===== config.mk =====
export PLATFORM = sky130hd
export DESIGN_NAME = prio_bank
export DESIGN_NICKNAME = d
export VERILOG_FILES = /design/src/logic/prio_bank_pkg.sv /design/src/logic/prio_apb_port.sv /design/src/logic/prio_bank.sv /design/src/logic/prio_field.sv
export SDC_FILE = /design/constraint.sdc
export NUM_CORES = 1
export LEC_CHECK = 0
export BUFFER_PORTS_ARGS = -buffer_cell sky130_fd_sc_hd__buf_4
export CORE_AREA = 2 2 122 153
export CTS_CLUSTER_SIZE = 40
export DETAILED_ROUTE_END_ITERATION = 6
export DIE_AREA = 0 0 124 155
export GPL_ROUTABILITY_DRIVEN = 1
export PLACE_DENSITY_LB_ADDON = 0.2
export SETUP_SLACK_MARGIN = 0.2
export SLEW_MARGIN = 10
export SYNTH_ARGS = -nofsm -noshare
export SYNTH_HDL_FRONTEND = slang
export SYNTH_HIERARCHICAL = 1
export SYNTH_SLANG_ARGS = --single-unit

===== constraint.sdc =====
create_clock -name pclk -period 3.2 [get_ports pclk]
set_clock_uncertainty 0.05 [all_clocks]
set_input_delay 0.32 -clock pclk [delete_from_list [all_inputs] [get_ports pclk]]
set_output_delay 0.32 -clock pclk [all_outputs]
set_load 0.02 [all_outputs]

===== src/logic/prio_bank_pkg.sv =====
/*
  Shared constants and types of the interrupt priority bank: register
  offsets, field placement, reset level and the carrier structs.
  Assumes a 32-bit APB with 12-bit byte addresses.
*/
package prio_bank_pkg;

  // ---------------------------------------------------------------
  // bus geometry
  // ---------------------------------------------------------------
  localparam int ADDR_W = 12;
  localparam int DATA_W = 32;
  localparam int STRB_W = 4;
  localparam int REG_W = 16;

  // ---------------------------------------------------------------
  // register map (byte addresses, one aligned word each)
  // ---------------------------------------------------------------
  localparam logic [11:0] REG_ONE_OFFSET = 12'h000;
  localparam logic [11:0] REG_TWO_OFFSET = 12'h004;
  localparam logic [11:0] REG_THREE_OFFSET = 12'h008;
  localparam logic [11:0] REG_FOUR_OFFSET = 12'h00C;
  localparam logic [11:0] REG_FIVE_OFFSET = 12'h010;
  localparam logic [2:0] REG_NONE = 3'h7;

  // ---------------------------------------------------------------
  // priority fields
  // ---------------------------------------------------------------
  localparam int LEVEL_W = 3;
  localparam int FIELD_COUNT = 18;
  localparam logic [2:0] FIELD_RESET = 3'h4;
  localparam logic [2:0] LEVEL_OFF = 3'h0;
  localparam logic [2:0] LEVEL_MIN = 3'h1;
  localparam logic [2:0] LEVEL_MAX = 3'h7;
  // register index of each field, index 0 first
  localparam logic [2:0] FIELD_REG [FIELD_COUNT] = '{
    3'h0, 3'h0, 3'h0, 3'h0, 3'h1, 3'h1, 3'h1, 3'h1, 3'h2,
    3'h2, 3'h2, 3'h3, 3'h3, 3'h3, 3'h4, 3'h4, 3'h4, 3'h4};
  // lowest bit of each field within its register
  localparam logic [3:0] FIELD_LSB [FIELD_COUNT] = '{
    4'hC, 4'h8, 4'h4, 4'h0, 4'hC, 4'h8, 4'h4, 4'h0, 4'h8,
    4'h4, 4'h0, 4'hC, 4'h4, 4'h0, 4'hC, 4'h8, 4'h4, 4'h0};

  typedef logic [LEVEL_W-1:0] level_t;

  // member order follows field index 17 down to 0
  typedef struct packed {
    level_t ext_irq_one_level;
    level_t adc_two_done_level;
    level_t in_capture_seven_level;
    level_t in_capture_eight_level;
    level_t i2c_one_slave_level;
    level_t i2c_one_master_level;
    level_t pin_change_level;
    level_t uart_one_transmit_level;
    level_t adc_one_done_level;
    level_t dma_chan_one_level;
    level_t timer_three_level;
    level_t spi_one_error_level;
    level_t spi_one_event_level;
    level_t uart_one_receive_level;
    level_t dma_chan_zero_level;
    level_t in_capture_two_level;
    level_t out_compare_two_level;
    level_t timer_two_level;
  } levels_s;

  typedef struct packed {
    logic [2:0] idx;
    logic [LEVEL_W-1:0] data;
    logic en;
  } field_wr_s;

endpackage


===== src/logic/prio_apb_port.sv =====
/*
  APB slave handshake for the priority bank: one wait state, registered
  answer, error on unmapped addresses.
  Assumes the master holds its request until pready is sampled high.
*/
`timescale 1ns/1ps
module prio_apb_port (
  input wire logic pclk,
  input wire logic presetn,
  input wire logic psel,
  input wire logic penable,
  input wire logic pwrite,
  input wire logic mapped,
  input wire logic [prio_bank_pkg::DATA_W-1:0] rd_word,
  output logic [prio_bank_pkg::DATA_W-1:0] prdata,
  output logic pready,
  output logic pslverr,
  output logic wr_commit
);
  import prio_bank_pkg::*;

  typedef enum logic [1:0] {
    ST_WAIT = 2'b01,
    ST_ANSWER = 2'b10
  } port_state_e;

  port_state_e state;
  port_state_e next_state;
  logic [DATA_W-1:0] next_prdata;
  logic next_pslverr;
  logic access_start;

  // ---------------------------------------------------------------
  // handshake
  // ---------------------------------------------------------------
  assign access_start = psel && penable && !pready;
  assign pready = state[1];
  assign wr_commit = psel && penable && pready && pwrite && mapped;

  always_comb begin
    next_state = state;
    next_prdata = '0;
    next_pslverr = 1'b0;
    unique case (state)
      ST_WAIT: begin
        if (access_start) begin
          next_state = ST_ANSWER;
          next_pslverr = !mapped;
          next_prdata = (!pwrite && mapped) ? rd_word : '0;
        end
      end
      ST_ANSWER: begin
        next_state = ST_WAIT;
      end
    endcase
  end

  always_ff @(posedge pclk or negedge presetn) begin
    if (!presetn) begin
      state <= ST_WAIT;
      prdata <= '0;
      pslverr <= 1'b0;
    end else begin
      state <= next_state;
      prdata <= next_prdata;
      pslverr <= next_pslverr;
    end
  end

  // ---------------------------------------------------------------
  // checks
  // ---------------------------------------------------------------
  answer_wait_a: assert property (
    @(posedge pclk) disable iff (!presetn)
    psel && penable && !pready |=> pready ##1 !pready)
    else $error("answer not given after one wait state");

  unmapped_error_a: assert property (
    @(posedge pclk) disable iff (!presetn)
    access_start && !mapped |=> pslverr && prdata == '0)
    else $error("unmapped access not refused");

endmodule // prio_apb_port


===== src/logic/prio_bank.sv =====
/*
  Interrupt priority bank: five 16-bit registers of 3-bit priority
  fields behind an APB slave, with each level and its disable flag
  driven out to the arbitration logic.
  Assumes pclk at 50 MHz and an APB master that holds each request.

*/
`timescale 1ns/1ps
module prio_bank (
  input wire logic pclk,
  input wire logic presetn,
  input wire logic psel,
  input wire logic penable,
  input wire logic pwrite,
  input wire logic [prio_bank_pkg::ADDR_W-1:0] paddr,
  input wire logic [prio_bank_pkg::DATA_W-1:0] pwdata,
  input wire logic [prio_bank_pkg::STRB_W-1:0] pstrb,
  output logic [prio_bank_pkg::DATA_W-1:0] prdata,
  output logic pready,
  output logic pslverr,
  output prio_bank_pkg::levels_s levels,
  output logic [prio_bank_pkg::FIELD_COUNT-1:0] source_enabled
);
  import prio_bank_pkg::*;

  logic [2:0] sel_idx;
  logic mapped;
  logic wr_commit;
  logic [DATA_W-1:0] rd_word;
  logic [FIELD_COUNT-1:0][LEVEL_W-1:0] field_level;

  // ---------------------------------------------------------------
  // address decode
  // ---------------------------------------------------------------
  always_comb begin
    case (paddr)
      REG_ONE_OFFSET: sel_idx = 3'h0;
      REG_TWO_OFFSET: sel_idx = 3'h1;
      REG_THREE_OFFSET: sel_idx = 3'h2;
      REG_FOUR_OFFSET: sel_idx = 3'h3;
      REG_FIVE_OFFSET: sel_idx = 3'h4;
      default: sel_idx = REG_NONE;
    endcase
  end

  assign mapped = (sel_idx != REG_NONE);

  // ---------------------------------------------------------------
  // bus port
  // ---------------------------------------------------------------
  prio_apb_port u_port (
    .pclk(pclk),
    .presetn(presetn),
    .psel(psel),
    .penable(penable),
    .pwrite(pwrite),
    .mapped(mapped),
    .rd_word(rd_word),
    .prdata(prdata),
    .pready(pready),
    .pslverr(pslverr),
    .wr_commit(wr_commit)
  );

  // ---------------------------------------------------------------
  // priority fields
  // ---------------------------------------------------------------
  for (genvar i = 0; i < FIELD_COUNT; i++) begin : g_field
    field_wr_s wr;

    always_comb begin
      wr.idx = FIELD_REG[i];
      wr.data = pwdata[FIELD_LSB[i] +: LEVEL_W];
      wr.en = wr_commit && (sel_idx == FIELD_REG[i])
        && pstrb[FIELD_LSB[i][3]];
    end

    prio_field u_field (
      .pclk(pclk),
      .presetn(presetn),
      .wr(wr),
      .level(field_level[i]),
      .enabled(source_enabled[i])
    );
  end

  // field placement via the struct order
  assign levels = levels_s'(field_level);

  // ---------------------------------------------------------------
  // read back
  // ---------------------------------------------------------------
  // bits outside fields stay zero
  always_comb begin
    rd_word = '0;
    for (int f = 0; f < FIELD_COUNT; f++) begin
      if (FIELD_REG[f] == sel_idx) begin
        rd_word[FIELD_LSB[f] +: LEVEL_W] = field_level[f];
      end
    end
  end

  // ---------------------------------------------------------------
  // checks
  // ---------------------------------------------------------------
  logic wr_hi;
  logic wr_lo;
  assign wr_hi = wr_commit && pstrb[1];
  assign wr_lo = wr_commit && pstrb[0];

  gaps_read_zero_a: assert property (
    @(posedge pclk) disable iff (!presetn)
    pready |-> prdata[31:16] == 16'h0000 && !prdata[15]
      && !prdata[11] && !prdata[7] && !prdata[3])
    else $error("separator or upper bit read as one");

  reg_one_hi_a: assert property (
    @(posedge pclk) disable iff (!presetn)
    wr_hi && sel_idx == 3'h0 |=>
      levels.timer_two_level == $past(pwdata[14:12])
      && levels.out_compare_two_level == $past(pwdata[10:8]))
    else $error("first register high fields misplaced");

  reg_one_lo_a: assert property (
    @(posedge pclk) disable iff (!presetn)
    wr_lo && sel_idx == 3'h0 |=>
      levels.in_capture_two_level == $past(pwdata[6:4])
      && levels.dma_chan_zero_level == $past(pwdata[2:0]))
    else $error("first register low fields misplaced");

  reg_two_map_a: assert property (
    @(posedge pclk) disable iff (!presetn)
    wr_hi && wr_lo && sel_idx == 3'h1 |=>
      levels.uart_one_receive_level == $past(pwdata[14:12])
      && levels.spi_one_event_level == $past(pwdata[10:8])
      && levels.spi_one_error_level == $past(pwdata[6:4])
      && levels.timer_three_level == $past(pwdata[2:0]))
    else $error("second register fields misplaced");

  reg_three_map_a: assert property (
    @(posedge pclk) disable iff (!presetn)
    wr_hi && wr_lo && sel_idx == 3'h2 |=>
      levels.dma_chan_one_level == $past(pwdata[10:8])
      && levels.adc_one_done_level == $past(pwdata[6:4])
      && levels.uart_one_transmit_level == $past(pwdata[2:0]))
    else $error("third register fields misplaced");

  reg_three_gap_a: assert property (
    @(posedge pclk) disable iff (!presetn)
    pready && !pwrite && sel_idx == 3'h2 |-> prdata[15:11] == 5'h00)
    else $error("third register upper bits not zero");

  reg_four_map_a: assert property (
    @(posedge pclk) disable iff (!presetn)
    wr_hi && wr_lo && sel_idx == 3'h3 |=>
      levels.pin_change_level == $past(pwdata[14:12])
      && levels.i2c_one_master_level == $past(pwdata[6:4])
      && levels.i2c_one_slave_level == $past(pwdata[2:0]))
    else $error("fourth register fields misplaced");

  reg_four_gap_a: assert property (
    @(posedge pclk) disable iff (!presetn)
    pready && !pwrite && sel_idx == 3'h3 |-> prdata[11:7] == 5'h00)
    else $error("fourth register middle bits not zero");

  reg_five_map_a: assert property (
    @(posedge pclk) disable iff (!presetn)
    wr_hi && wr_lo && sel_idx == 3'h4 |=>
      levels.in_capture_eight_level == $past(pwdata[14:12])
      && levels.in_capture_seven_level == $past(pwdata[10:8])
      && levels.adc_two_done_level == $past(pwdata[6:4])
      && levels.ext_irq_one_level == $past(pwdata[2:0]))
    else $error("fifth register fields misplaced");

  read_back_a: assert property (
    @(posedge pclk) disable iff (!presetn)
    psel && penable && !pready && !pwrite && sel_idx == 3'h0 |=>
      prdata[15:0] == {1'b0, levels.timer_two_level,
        1'b0, levels.out_compare_two_level,
        1'b0, levels.in_capture_two_level,
        1'b0, levels.dma_chan_zero_level})
    else $error("read did not return stored fields");

  gap_write_a: assert property (
    @(posedge pclk) disable iff (!presetn)
    wr_hi && sel_idx == 3'h3 && !pstrb[0] |=>
      $stable(levels.i2c_one_master_level)
      && $stable(levels.i2c_one_slave_level))
    else $error("write to empty bits changed a field");

  reset_enable_a: assert property (
    @(posedge pclk) disable iff (!presetn)
    $rose(presetn) |-> source_enabled == '1 && levels.pin_change_level == FIELD_RESET)
    else $error("sources not enabled at level four after reset");

  disabled_flag_a: assert property (
    @(posedge pclk) disable iff (!presetn)
    wr_lo && sel_idx == 3'h4 && pwdata[2:0] == LEVEL_OFF |=> !source_enabled[17])
    else $error("zero code left source enabled");

  // ---------------------------------------------------------------
  // checks: answers, lanes and read back
  // ---------------------------------------------------------------
  reset_answer_a: assert property (
    @(posedge pclk) disable iff (!presetn)
    $rose(presetn) |-> !pready && !pslverr && prdata == '0)
    else $error("bus answer not idle after reset");

  all_levels_reset_a: assert property (
    @(posedge pclk) disable iff (!presetn)
    $rose(presetn) |-> levels == {FIELD_COUNT{FIELD_RESET}})
    else $error("a field did not reset to level four");

  idle_answer_zero_a: assert property (
    @(posedge pclk) disable iff (!presetn)
    !pready |-> prdata == '0 && !pslverr)
    else $error("read data or error shown outside an answer");

  quiet_bus_a: assert property (
    @(posedge pclk) disable iff (!presetn)
    !wr_commit |=> $stable(levels))
    else $error("a field changed without a write");

  unmapped_write_a: assert property (
    @(posedge pclk) disable iff (!presetn)
    psel && penable && pready && pwrite && !mapped |=> $stable(levels))
    else $error("write to an unmapped address changed a field");

  upper_lanes_a: assert property (
    @(posedge pclk) disable iff (!presetn)
    wr_commit && pstrb[1:0] == 2'b00 |=> $stable(levels))
    else $error("write on the upper lanes changed a field");

  reg_two_lanes_a: assert property (
    @(posedge pclk) disable iff (!presetn)
    wr_hi && !wr_lo && sel_idx == 3'h1 |=>
      levels.uart_one_receive_level == $past(pwdata[14:12])
      && $stable(levels.spi_one_error_level)
      && $stable(levels.timer_three_level))
    else $error("high lane write on the second register touched low fields");

  reg_five_lanes_a: assert property (
    @(posedge pclk) disable iff (!presetn)
    wr_lo && !wr_hi && sel_idx == 3'h4 |=>
      levels.adc_two_done_level == $past(pwdata[6:4])
      && $stable(levels.in_capture_eight_level)
      && $stable(levels.in_capture_seven_level))
    else $error("low lane write on the fifth register touched high fields");

  reg_one_off_a: assert property (
    @(posedge pclk) disable iff (!presetn)
    wr_lo && sel_idx == 3'h0 && pwdata[2:0] == LEVEL_OFF |=> !source_enabled[3])
    else $error("zero code left the dma zero source enabled");

  pin_change_top_a: assert property (
    @(posedge pclk) disable iff (!presetn)
    wr_hi && sel_idx == 3'h3 && pwdata[14:12] == LEVEL_MAX |=>
      levels.pin_change_level == LEVEL_MAX && source_enabled[11])
    else $error("code seven did not give pin change level seven");

  adc_one_low_a: assert property (
    @(posedge pclk) disable iff (!presetn)
    wr_lo && sel_idx == 3'h2 && pwdata[6:4] == LEVEL_MIN |=>
      levels.adc_one_done_level == LEVEL_MIN && source_enabled[9])
    else $error("code one did not give adc one level one");

  read_back_two_a: assert property (
    @(posedge pclk) disable iff (!presetn)
    psel && penable && !pready && !pwrite && sel_idx == 3'h1 |=>
      prdata[15:0] == {1'b0, levels.uart_one_receive_level,
        1'b0, levels.spi_one_event_level,
        1'b0, levels.spi_one_error_level,
        1'b0, levels.timer_three_level})
    else $error("second register read did not return stored fields");

  read_back_three_a: assert property (
    @(posedge pclk) disable iff (!presetn)
    psel && penable && !pready && !pwrite && sel_idx == 3'h2 |=>
      prdata[15:0] == {5'h00, levels.dma_chan_one_level,
        1'b0, levels.adc_one_done_level,
        1'b0, levels.uart_one_transmit_level})
    else $error("third register read did not return stored fields");

  read_back_four_a: assert property (
    @(posedge pclk) disable iff (!presetn)
    psel && penable && !pready && !pwrite && sel_idx == 3'h3 |=>
      prdata[15:0] == {1'b0, levels.pin_change_level, 5'h00,
        levels.i2c_one_master_level,
        1'b0, levels.i2c_one_slave_level})
    else $error("fourth register read did not return stored fields");

  read_back_five_a: assert property (
    @(posedge pclk) disable iff (!presetn)
    psel && penable && !pready && !pwrite && sel_idx == 3'h4 |=>
      prdata[15:0] == {1'b0, levels.in_capture_eight_level,
        1'b0, levels.in_capture_seven_level,
        1'b0, levels.adc_two_done_level,
        1'b0, levels.ext_irq_one_level})
    else $error("fifth register read did not return stored fields");

endmodule // prio_bank


===== src/logic/prio_field.sv =====
/*
  One 3-bit priority field with its disable flag.
  Assumes the write strobe is a single-cycle pulse from the bus port.
*/
`timescale 1ns/1ps
module prio_field (
  input wire logic pclk,
  input wire logic presetn,
  input wire prio_bank_pkg::field_wr_s wr,
  output prio_bank_pkg::level_t level,
  output logic enabled
);
  import prio_bank_pkg::*;

  level_t next_level;
  logic next_enabled;

  // ---------------------------------------------------------------
  // field storage
  // ---------------------------------------------------------------
  // last written code
  // the level is the code itself
  always_comb begin
    next_level = level;
    if (wr.en) begin
      next_level = wr.data;
    end
    next_enabled = (next_level != LEVEL_OFF);
  end

  always_ff @(posedge pclk or negedge presetn) begin
    if (!presetn) begin
      level <= FIELD_RESET;
      enabled <= 1'b1;
    end else begin
      level <= next_level;
      enabled <= next_enabled;
    end
  end

  // ---------------------------------------------------------------
  // checks
  // ---------------------------------------------------------------
  reset_level_a: assert property (
    @(posedge pclk) disable iff (!presetn)
    $rose(presetn) |-> level == FIELD_RESET && enabled)
    else $error("field not at level four after reset");

  level_top_a: assert property (
    @(posedge pclk) disable iff (!presetn)
    wr.en && wr.data == LEVEL_MAX |=> level == LEVEL_MAX && enabled)
    else $error("code seven did not give level seven");

  level_low_a: assert property (
    @(posedge pclk) disable iff (!presetn)
    wr.en && wr.data == LEVEL_MIN |=> level == LEVEL_MIN && enabled)
    else $error("code one did not give level one");

  source_off_a: assert property (
    @(posedge pclk) disable iff (!presetn)
    enabled == (level != LEVEL_OFF))
    else $error("disable flag disagrees with level");

  level_hold_a: assert property (
    @(posedge pclk) disable iff (!presetn)
    !wr.en ##1 !wr.en |-> $stable(level))
    else $error("field changed without a write");

endmodule // prio_field


# After elaboration in Yosys (flattened, before gate mapping)
# Index checks and enable logic that the tools add are counted.
# Widths: inputs -> output; s select.
# word_totals
regBits	107
inputBits	53
out_inout_bits	106
word_cells	143
# op_classes
n_eq_ne	16
mux	44
reduce_logical	44
# op_table
cell	count
$mux 3	36
$mux 32	2
$reduce_bool 3->1	18
$eq 12x4->1 const B	2
$logic_and 1x1->1	21
$mux 15	1
$pmux 3 s5	1
$eq 12x3->1 const B	1
$eq 12x5->1 const B	1
$logic_not 12->1	1
$eq 2x3->1 const A	2
$eq 3x2->1 const B	2
$pmux 2 s2	1
$eq 1x3->1 const A	1
$eq 3x1->1 const B	1
$eq 3x3->1 const A	1
$eq 3x3->1 const B	1
$logic_not 1->1	3
$logic_not 3->1	1
$ne 3x3->1 const B	1
$eq 2x1->1 const B	1
$eq 2x2->1 const B	1
$mux 1	2
$mux 2	1
$ne 2x1->1 const B	1

# Depth between registers and ports, before layout
# Gate-level depths: netlist (run 1).
# depth
word_depth	11
mapped_depth	12
ltp_nobuf	8

# Hierarchy
# Netlist (run 1), hierarchy kept.
# by_module_without_submodules
mod	n_inst	cells_per_inst	area_each_um2	seq_area_each_um2
prio_field	18	8	150.1	102.6
prio_apb_port	1	119	1592.8	877.1
prio_bank	1	69	609.3	0.0

# Least setup slack after synthesis (run 1)
# Ideal clock, no wire load.
# synth_timing
path_kind	input-to-reg
from	in paddr[2] in the netlist's numbering
to	reg g_field[0].u_field.enabled
setup_ns	0.088
arrival_time_ns	3.241
setup_slack_ns	-0.179
stages	12
n_path_buf	4
cell_sequence	buf_6 buf_8 buf_4 o21ai_0 and4_2 nand3_4 buf_6 nor2_1 nand2_1 nor4_1 mux2_2 or3_1
# synth_lines
element	line_no	rtl
from (decl)	prio_bank.sv:15	input wire logic [prio_bank_pkg::ADDR_W-1:0] paddr,
to (signal assigned)	prio_field.sv:37	enabled <= next_enabled;
to (decl)	prio_field.sv:11	output logic enabled

==> metrics.yaml, run 1 <==
run_status:
  status: "complete, no violations"
detailed_routing:
  dr_wl_met3_um: 708
  drtPass1Iterations: 4
  drt_wl_total_um: 12800
  highest_layer: "met4"
  ant_nets: 0
  drc_errors: 0
  met1_length_um: 5290
  first_iter_violations: 122
  wl_met2_um: 6590
  wl_per_cell_um: 17.7
  viasPerCell: 4.44
  vias: 3220
grt:
  track_usage_pct: 14.0
  grt_max_degree: 65
  gr-total-overflow: 0
  grt_antenna_before_repair: 0
  grt_pass1_vias: 3388
  grt_pass1_wl_um: 19900
min_path:
  hp-class: "primary input to async pin"
clocking:
  cts_tree: "done"
  cts_sinks: 107
  path_clk_slew_ns: 0.07
  cts_resized: 0
  htreeDepth: 3
  cts_buffers: 9
  insertion_delay_ns: 0.35
  cts-root-buf: "clkbuf_16"
  hold_buffers: 0
  cts.path.max_buffers: 2
  cts_setup_buffers: 0
place:
  pre_cts_ws_ns: 0.0208
  dp.final_hpwl_um: 9430
  gp_congestion: 0.778
  port_buffers: 136
  placed_cells: 709
floorplan:
  start_util_pct: 27.4
  fp.dieW_um: 124
  rows: 55
  core_um2: 17900
  dieHeight_um: 155
  io_pins: 159
  dieArea_um2: 19200
finish:
  nets: 545
  n_antenna_cell: 0
  fillers: 1778
  drive_above_1_share_pct: 61.8
  final_cell_count_no_fill: 725
  area_growth_syn_to_layout_pct: 33.5
sta:
  finalSetupViolations: 0
  hold_viol_final: 0
  setup_tns_ns: 0
  drv_slew: 0
  final.period_utilization_pct: 86.4
  fin_ws_ns: 0.436
  tightest_slew_ns: 1.07
  clock.fmax_ghz: 0.362
  period_minus_slack_ns: 2.76
  rsz0062_at_grt: "false"
  slew_headroom_pct: 28.3
  timing.hold.ws_ns: 0.00227
setup_path:
  worst_setup_path_end_kind: "register"
  reg2reg_slack_ns: 0.97
  worstPathMaxFanout: 6
  r2r-end: "g_field[9].u_field/enabled"
  reg2reg_depth: 7
  crit_arrival_ns: 2.99
  cp.required_ns: 3.42
  reg2reg_from: "u_port/state[1]"
  cp-start-kind: "primary input"
  worst-setup-path-type: "primary input to register"
synth:
  netlist_area_um2: 4900
  ys_warn_count: 6
  synth_area_per_cell_um2: 14.8
  synthCells: 331
run:
  drv_cap: 0
power:
  peakVddDrop_mv: 0.194
  powerDensity_nw_per_um2: 434
  p_leak_nw: 3.03
[flip-flops by register name (all words and copies together), names as in the netlist]
register and count:
u_port/state 2, g_field.u_field/level 54, g_field.u_field/enabled 18, u_port/prdata 32, u_port/pslverr 1
[per-stage QoR]
step | utilization, % | power (W) | instance area [um^2]
5_1_grt | 36.6 | 0.00297 | 6540
3_5_place_dp | 34.8 | 0.00167 | 6220
4_1_cts | 36.6 | 0.00289 | 6540
3_3_place_gp | 34.8 | 0.00167 | 6220
6_report | 36.6 | 0.00284 | 6540
2_1_floorplan | - | 0.00160 | 4980
[cell usage in the layout (no fill, tap or decap), types with 2 or more instances in the layout]
master     count
nor4_1         3
a22o_2         8
nor2_1         2
o21ai_0        5
dfrtp_1       70
mux2_2        18
nor4_4         4
inv_1         32
a22o_1         4
conb_1        20
mux4_2         6
nand2_1        4
and3_1         2
or3_1         18
clkinv_2       2
bufinv_16      2
nor4_2        29
nor3_1         8
clkbuf_16      9
buf_4        149
nand3_1        4
mux2i_1        6
dfstp_2       37
o2bb2ai_1      3
nand2b_1       3
mux2_4        36
[final cells by class]
type / count / area, um^2 / area share [%]
clock buffers: 11 / 243 / 3.71
clock inverters: 5 / 77.6 / 1.19
inverters: 32 / 120 / 1.84
multi-input cells: 192 / 1950 / 29.9
flip-flops and latches: 107 / 2720 / 41.6
well taps: 228 / 285 / 4.36
repair buffers: 150 / 1140 / 17.4
[power breakdown]
part | internal, W | leakage [nW] | total, W | switching, W
Combinational | 0.0000707 | 1.51 | 0.000258 | 0.000187
Clock | 0.000705 | 0.156 | 0.00120 | 0.000494
Sequential | 0.00137 | 1.36 | 0.00138 | 0.0000106
[how the worst max path moves through the flow]
stage	from	slack, ns	end	depth (start not counted)
6_report	paddr[5]	0.44	g_field[9].u_field/enabled	10
2_1_floorplan	paddr[2]	0.004	g_field[10].u_field/enabled	12
3_3_place_gp	paddr[5]	0.09	g_field[9].u_field/enabled	10
4_1_cts	paddr[5]	0.39	g_field[9].u_field/enabled	10
3_5_place_dp	paddr[5]	0.02	g_field[9].u_field/enabled	10
5_1_grt	paddr[5]	0.26	g_field[9].u_field/enabled	10
[critical path: stages]
cell and delay (ns):
buf_4 0.11, nor3_1 0.43, and4_2 0.38, nand3_4 0.07
nor2_1 0.32, nand2_1 0.19, nor3_1 0.21, buf_4 0.22
mux2_4 0.33, or3_1 0.40
[routing by layer]
layer	global-route usage, %	vias to the layer above
li1	-	1486
met1	16.9	1634
met2	23.1	87
met3	3.78	13
met4	6.26	0
met5	0	-
Note: power is estimated with default switching activity, not from simulation.
==> inputs of run 2 (changes only) <==
--- a/config.mk
+++ b/config.mk
@@ -6,15 +6,16 @@
 export NUM_CORES = 1
 export LEC_CHECK = 0
 export BUFFER_PORTS_ARGS = -buffer_cell sky130_fd_sc_hd__buf_4
-export CORE_AREA = 2 2 122 153
+export CELL_PAD_IN_SITES_DETAIL_PLACEMENT = 1
+export CELL_PAD_IN_SITES_GLOBAL_PLACEMENT = 1
+export CORE_AREA = 2 2 114 143
 export CTS_CLUSTER_SIZE = 40
 export DETAILED_ROUTE_END_ITERATION = 6
-export DIE_AREA = 0 0 124 155
+export DIE_AREA = 0 0 116 145
 export GPL_ROUTABILITY_DRIVEN = 1
 export PLACE_DENSITY_LB_ADDON = 0.2
 export SETUP_SLACK_MARGIN = 0.2
 export SLEW_MARGIN = 10
 export SYNTH_ARGS = -nofsm -noshare
 export SYNTH_HDL_FRONTEND = slang
-export SYNTH_HIERARCHICAL = 1
 export SYNTH_SLANG_ARGS = --single-unit
==> run 2 against run 1 <==
Combinational power decreased by 28%. Flip-flop and latch count is 20 lower. Worst setup slack better by 0.69 ns. Worst hold slack improved by 0.20 ns. Die area down 12%. Routed wire length shrank 6.4%. Sequential share of layout area is 0.84 points lower. Global-route usage is 0.86 points higher. Fmax grew 33%. Clock-buffer cell count increased by 2. Synthesized cell count is the same. Sequential power fell by 17%. Largest cell class unchanged.
==> metrics.yaml, run 2 <==
clocking:
  cts_buffers: 9
  cts_sinks: 87
  htreeDepth: 3
  cts-root-buf: "clkbuf_16"
  cts_tree: "done"
  insertion_delay_ns: 0.34
  cts.path.max_buffers: 2
  path_clk_slew_ns: 0.06
setup_path:
  worst_setup_path_end_kind: "register"
  cp-start-kind: "register"
  cp_slowest_cell: "nor2_2"
  cp_top_family: "simple AND/OR/NAND/NOR gates"
  crit_arrival_ns: 2.26
  crit_path_max_incr_delay_ns: 0.67
  worst-setup-path-type: "register to register"
  crit_chain: "nand4_1, nor2_2, mux2_2"
  cp.required_ns: 3.38
  crit_buf_inv: 0
  worstPathMaxFanout: 8
grt:
  grt_pass1_vias: 3239
  grt_antenna_before_repair: 0
  gr-total-overflow: 0
  track_usage_pct: 14.8
  grt_pass1_wl_um: 18700
  grt_max_degree: 49
power:
  finalPower_w: 0.00232
  p_leak_nw: 2.55
  powerDensity_nw_per_um2: 425
  peakVddDrop_mv: 0.198
floorplan:
  dieHeight_um: 145
  fp.dieW_um: 116
  core_um2: 15400
  dieArea_um2: 16800
  io_pins: 159
  start_util_pct: 27.5
  rows: 51
finish:
  top_regs: "g_field.u_field.level (54), g_field.u_field.enabled (18), u_port.prdata (12)"
  layout.cells.most_common: "buf_4"
  regMostFlops: "g_field.u_field.level"
  fillers: 1741
  nets: 488
  largest_reg_flops: 54
  area_growth_syn_to_layout_pct: 28.5
  final_cell_mix: "117 x buf_4, 53 x mux2_2, 50 x dfrtp_1, 37 x dfstp_2, 27 x mux2i_1"
  n_antenna_cell: 0
  drive_above_1_share_pct: 54.5
min_path:
  hp-class: "primary input to register"
place:
  port_buffers: 116
  gp_congestion: 0.784
  dp.final_hpwl_um: 8900
run:
  drv_cap: 0
synth:
  ys_warn_count: 0
  synth_edf_count: 0
  synth.top_cell.area_share_pct: 29.5
  ys_top_cells_by_count: "53 x mux2_2, 50 x dfrtp_1, 38 x buf_4"
  synth_area_per_cell_um2: 12.8
  yosysTopAreaCell: "dfrtp_1"
  synth.distinct_cells: 39
  synthCells: 331
  yosysMostFrequentCell: "mux2_2"
  synth_flop_cell: "dfrtp_1"
  async_reset_ff_share_pct: 100
  synthTopCellsByArea: "dfrtp_1 30%, dfstp_2 23%, mux2_2 14%, buf_4 6.7%, mux2i_1 6.4%"
  netlist_area_um2: 4240
  synth-seq-cells: 87
  ys_seq_area_share_pct: 52.4
sta:
  finalSetupViolations: 0
  setup_tns_ns: 0
  hold_viol_final: 0
  clock.fmax_ghz: 0.481
  drv_slew: 0
  slew_headroom_pct: 48.6
  tightest_slew_ns: 0.766
  final.period_utilization_pct: 64.9
  period_minus_slack_ns: 2.08
  rsz0062_at_grt: "false"
detailed_routing:
  vias: 2959
  ant_nets: 0
  drc_errors: 0
  viasPerCell: 4.54
  drt_wl_total_um: 12000
  drtPass1Iterations: 4
  wl_per_cell_um: 18.4
  first_iter_violations: 87
run_status:
  status: "complete, no violations"
-- run 2: changes by cell type in the layout (fill, tap and decap cells not counted), sizes merged, moves of 8 or more --
cell | previous run | this run
buf | 150 | 118
nor4 | 36 | 4
inv | 32 | 9
nor3 | 8 | 30
mux2i | 6 | 27
dfrtp | 70 | 50
or3 | 18 | 0
a22o | 12 | 0
o21ai | 5 | 13
-- run 2: cells by family (layout without fill, tap and decap cells) --
family | Yosys count | after routing | share of synthesized area, %
AO/OA/AOI/OAI | 30 | 30 | 5.28
AND/OR/NAND/NOR | 78 | 78 | 13.3
buffers and inverters | 54 | 144 | 8.18
multiplexers | 81 | 81 | 20.7
flip-flops | 87 | 87 | 52.4
other | 1 | 20 | 0.0885
-- run 2: what timing repair did --
| item | CTS | global route |
|---|---|---|
| hold endpoints to repair | 21 | 0 |
| buffers inserted | 0 | 0 |
| gates resized for setup | 0 | 0 |
| hold buffers | 1 | 0 |
-- run 2: layout make-up --
| cell class | count | area [um^2] | share of cell area, % |
|---|---|---|---|
| clock buffer | 13 | 260 | 4.78 |
| clock inverter | 3 | 17.5 | 0.321 |
| inverter | 9 | 33.8 | 0.620 |
| multi-input combinational | 209 | 1740 | 31.9 |
| sequential | 87 | 2220 | 40.8 |
| tap | 212 | 265 | 4.87 |
| timing repair buffer | 119 | 908 | 16.7 |
-- run 2: final timing paths --
kind,start,to,slack [ns],cells past startpoint
worst max-delay path,u_port.state[1],g_field[7].u_field.level[1],1.12,3
worst min-delay path,pwdata[14],g_field[4].u_field.level[2],0.20,2
worst max register to register,u_port.state[1],g_field[7].u_field.level[1],1.12,3
worst min register to register,u_port.state[0],u_port.state[0],0.48,2
max in group asynchronous,presetn,g_field[11].u_field.enabled,1.90,3
min in group asynchronous,presetn,g_field[4].u_field.level[1],0.45,2
-- run 2: worst register-to-register path, cell delays in order, from the launching register on --
cell	delay, ns
dfrtp_1	0.42
nand4_1	0.43
nor2_2	0.67
mux2_2	0.41
-- run 2: per-stage QoR --
| stage | hold slack (ns) | utilization, % | instance area, um^2 | worst slack (ns) | instances |
|---|---|---|---|---|---|
| after global placement | 0.288 | 33.4 | 5160 | 0.876 | 635 |
| after global routing | 0.200 | 35.3 | 5450 | 0.982 | 652 |
| final | 0.202 | 35.3 | 5450 | 1.12 | 652 |
| after detailed placement | 0.293 | 33.4 | 5160 | 0.832 | 635 |
| after floorplan | -0.0256 | - | 4310 | 1.33 | 350 |
| after CTS | 0.188 | 35.3 | 5450 | 1.06 | 652 |
-- run 2: per-layer routing --
metal	routed length [um]	share of wire [%]	vias up	global-route usage (%)
li1	-	-	1362	-
met1	4920	41	1491	18.0
met2	6250	52	94	25.3
met3	655	5.4	12	3.38
met4	195	1.6	0	5.54
met5	0	0	-	0
-- run 2: power breakdown --
group          switching, W  internal, W
logic              0.000125    0.0000608
registers         0.0000151      0.00112
clock network      0.000427     0.000567
==> inputs of run 3 (changes only) <==
==> constraint.sdc (replaced) <==
create_clock -name pclk -period 2 [get_ports pclk]
set_clock_uncertainty 0.05 [all_clocks]
set_input_delay 0.2 -clock pclk [delete_from_list [all_inputs] [get_ports pclk]]
set_output_delay 0.2 -clock pclk [all_outputs]
set_load 0.02 [all_outputs]
==> run 3 against run 2 <==
Power grew 58%. Routed wire length is 1.2% lower. Critical path depth increased by 3. Sequential power up 60%. Largest cell class unchanged. Global-route usage rose by 0.060 points. Worst setup slack worse by 0.75 ns. Flip-flop and latch count unchanged. Register-to-register slack worse by 0.71 ns. Worst hold slack worse by 0.10 ns. Combinational power is 70% higher. Critical endpoint is now g_field[14].u_field.level[0].
==> metrics.yaml, run 3 (synthesized netlist as in run 2, its figures left out) <==
grt:
  grt_antenna_before_repair: 0
  grt_max_degree: 48
  track_usage_pct: 14.9
  gr-total-overflow: 0
  grt_pass1_wl_um: 19200
  grt_pass1_vias: 3389
power:
  finalPower_w: 0.00365
  switchingPower_w: 0.000871
  p_leak_nw: 2.71
  p_seq_share_pct: 49.9
  peakVddDrop_mv: 0.288
  power_frac_comb_pct: 8.6
  swShare_pct: 23.8
  clkPwrFrac_pct: 41.5
  powerDensity_nw_per_um2: 638
  cellInternalPower_w: 0.00278
detailed_routing:
  drtPass1Iterations: 4
  first_iter_violations: 78
  drt_wl_total_um: 11900
  ant_nets: 0
  vias: 3061
  viasPerCell: 4.50
  drc_errors: 0
  wl_per_cell_um: 17.5
setup_path:
  crit_chain: "buf_4, nor4_4, nand2_4, nor3_4, buf_4, mux2_1"
  crit_buf_inv: 2
  cp_top_family: "simple AND/OR/NAND/NOR gates"
  worst-setup-path-type: "primary input to register"
  cp-start-kind: "primary input"
  cp_slowest_cell: "nor4_4"
  crit_arrival_ns: 1.79
  r2r-end: "u_port.prdata[8]"
  worstPathMaxFanout: 8
  reg2reg_from: "u_port.state[0]"
  cp.required_ns: 2.16
  worst_setup_path_end_kind: "register"
  reg2reg_depth: 4
  reg2reg_slack_ns: 0.41
  crit_path_max_incr_delay_ns: 0.48
  worst_path_most_repeated_cell: "buf_4"
min_path:
  hp-class: "primary input to register"
  min_path_cells: 2
  worst_hold_path.endpoint: "g_field[11].u_field.level[1]"
  hp-start: "pwdata[13]"
floorplan:
  rows: 51
  dieHeight_um: 145
  dieArea_um2: 16800
  io_pins: 159
  core_um2: 15400
  start_util_pct: 27.5
  fp.dieW_um: 116
clocking:
  htreeDepth: 3
  cts_tree: "done"
  cts-root-buf: "clkbuf_16"
  cts.path.max_buffers: 2
  cts_buffers: 9
  cts_resized: 0
  path_clk_slew_ns: 0.06
  cts_setup_buffers: 0
  insertion_delay_ns: 0.33
  hold_buffers: 1
  cts_sinks: 87
sta:
  finalSetupViolations: 0
  tightest_slew_ns: 0.559
  final.period_utilization_pct: 81.4
  setup_tns_ns: 0
  drv_slew: 0
  fin_ws_ns: 0.371
  clock.fmax_ghz: 0.614
  slew_headroom_pct: 62.5
  rsz0062_at_grt: "false"
  period_minus_slack_ns: 1.63
  hold_viol_final: 0
finish:
  drive_above_1_share_pct: 57.5
  layout.cells.most_common: "buf_4"
  area_growth_syn_to_layout_pct: 35.1
  n_antenna_cell: 0
  largest_reg_flops: 54
  regMostFlops: "g_field.u_field.level"
  final_cell_mix: "139 x buf_4, 53 x mux2_2, 49 x dfrtp_1, 37 x dfstp_2, 27 x mux2i_1"
  nets: 516
  top_regs: "g_field.u_field.level (54), g_field.u_field.enabled (18), u_port.prdata (12)"
  final_area_um2: 5730
place:
  place_area_um2: 5450
  dp.final_hpwl_um: 9210
  pre_cts_ws_ns: 0.0142
  port_buffers: 116
  gp_congestion: 0.853
run_status:
  status: "complete, no violations"
run:
  drv_cap: 0
run 3: worst max-delay path by stage:
stage / cells after the start / to / startpoint
6_report: 6 / g_field[14].u_field.level[0] / paddr[7]
4_1_cts: 4 / u_port.prdata[8] / u_port.state[0]
2_1_floorplan: 3 / g_field[2].u_field.level[0] / u_port.state[1]
3_5_place_dp: 6 / g_field[14].u_field.level[0] / paddr[7]
5_1_grt: 4 / u_port.prdata[8] / u_port.state[0]
3_3_place_gp: 6 / g_field[15].u_field.level[0] / paddr[7]
run 3: per-layer routing:
metal	GRT usage [%]	wire, um	vias up
met2	26.1	6270	95
li1	-	-	1417
met5	0	0	-
met3	3.43	689	10
met4	4.46	189	0
met1	18.0	4730	1539
run 3: power groups by stage:
stage	logic, W	registers (W)	clock network (W)
2_1_floorplan	0.000147	0.00187	0
3_3_place_gp	0.000315	0.00185	0
3_5_place_dp	0.000321	0.00185	0
4_1_cts	0.000323	0.00182	0.00158
5_1_grt	0.000348	0.00182	0.00165
6_report	0.000316	0.00182	0.00151
run 3: area by class of cell:
type	count	area, um^2
repair buffers	147	1190
clock inverters	4	22.5
fillers	1740	9720
clock buffers	12	246
inverters	9	33.8
multi-input cells	209	1740
well taps	212	265
flip-flops and latches	87	2220
run 3: per-stage QoR:
stage	hold WS [ns]	std cells	util, %
after CTS	0.0830	680	37.1
after global placement	0.174	663	35.3
final	0.102	680	37.1
after detailed placement	0.185	663	35.3
after floorplan	-0.146	350	-
after global routing	0.0954	680	37.1
run 3: worst reg2reg max path: stages (launching register included):
cell      delay [ns]
dfstp_2         0.54
nand4b_1        0.13
nor2_1          0.18
nand4b_1        0.26
a221oi_1        0.33
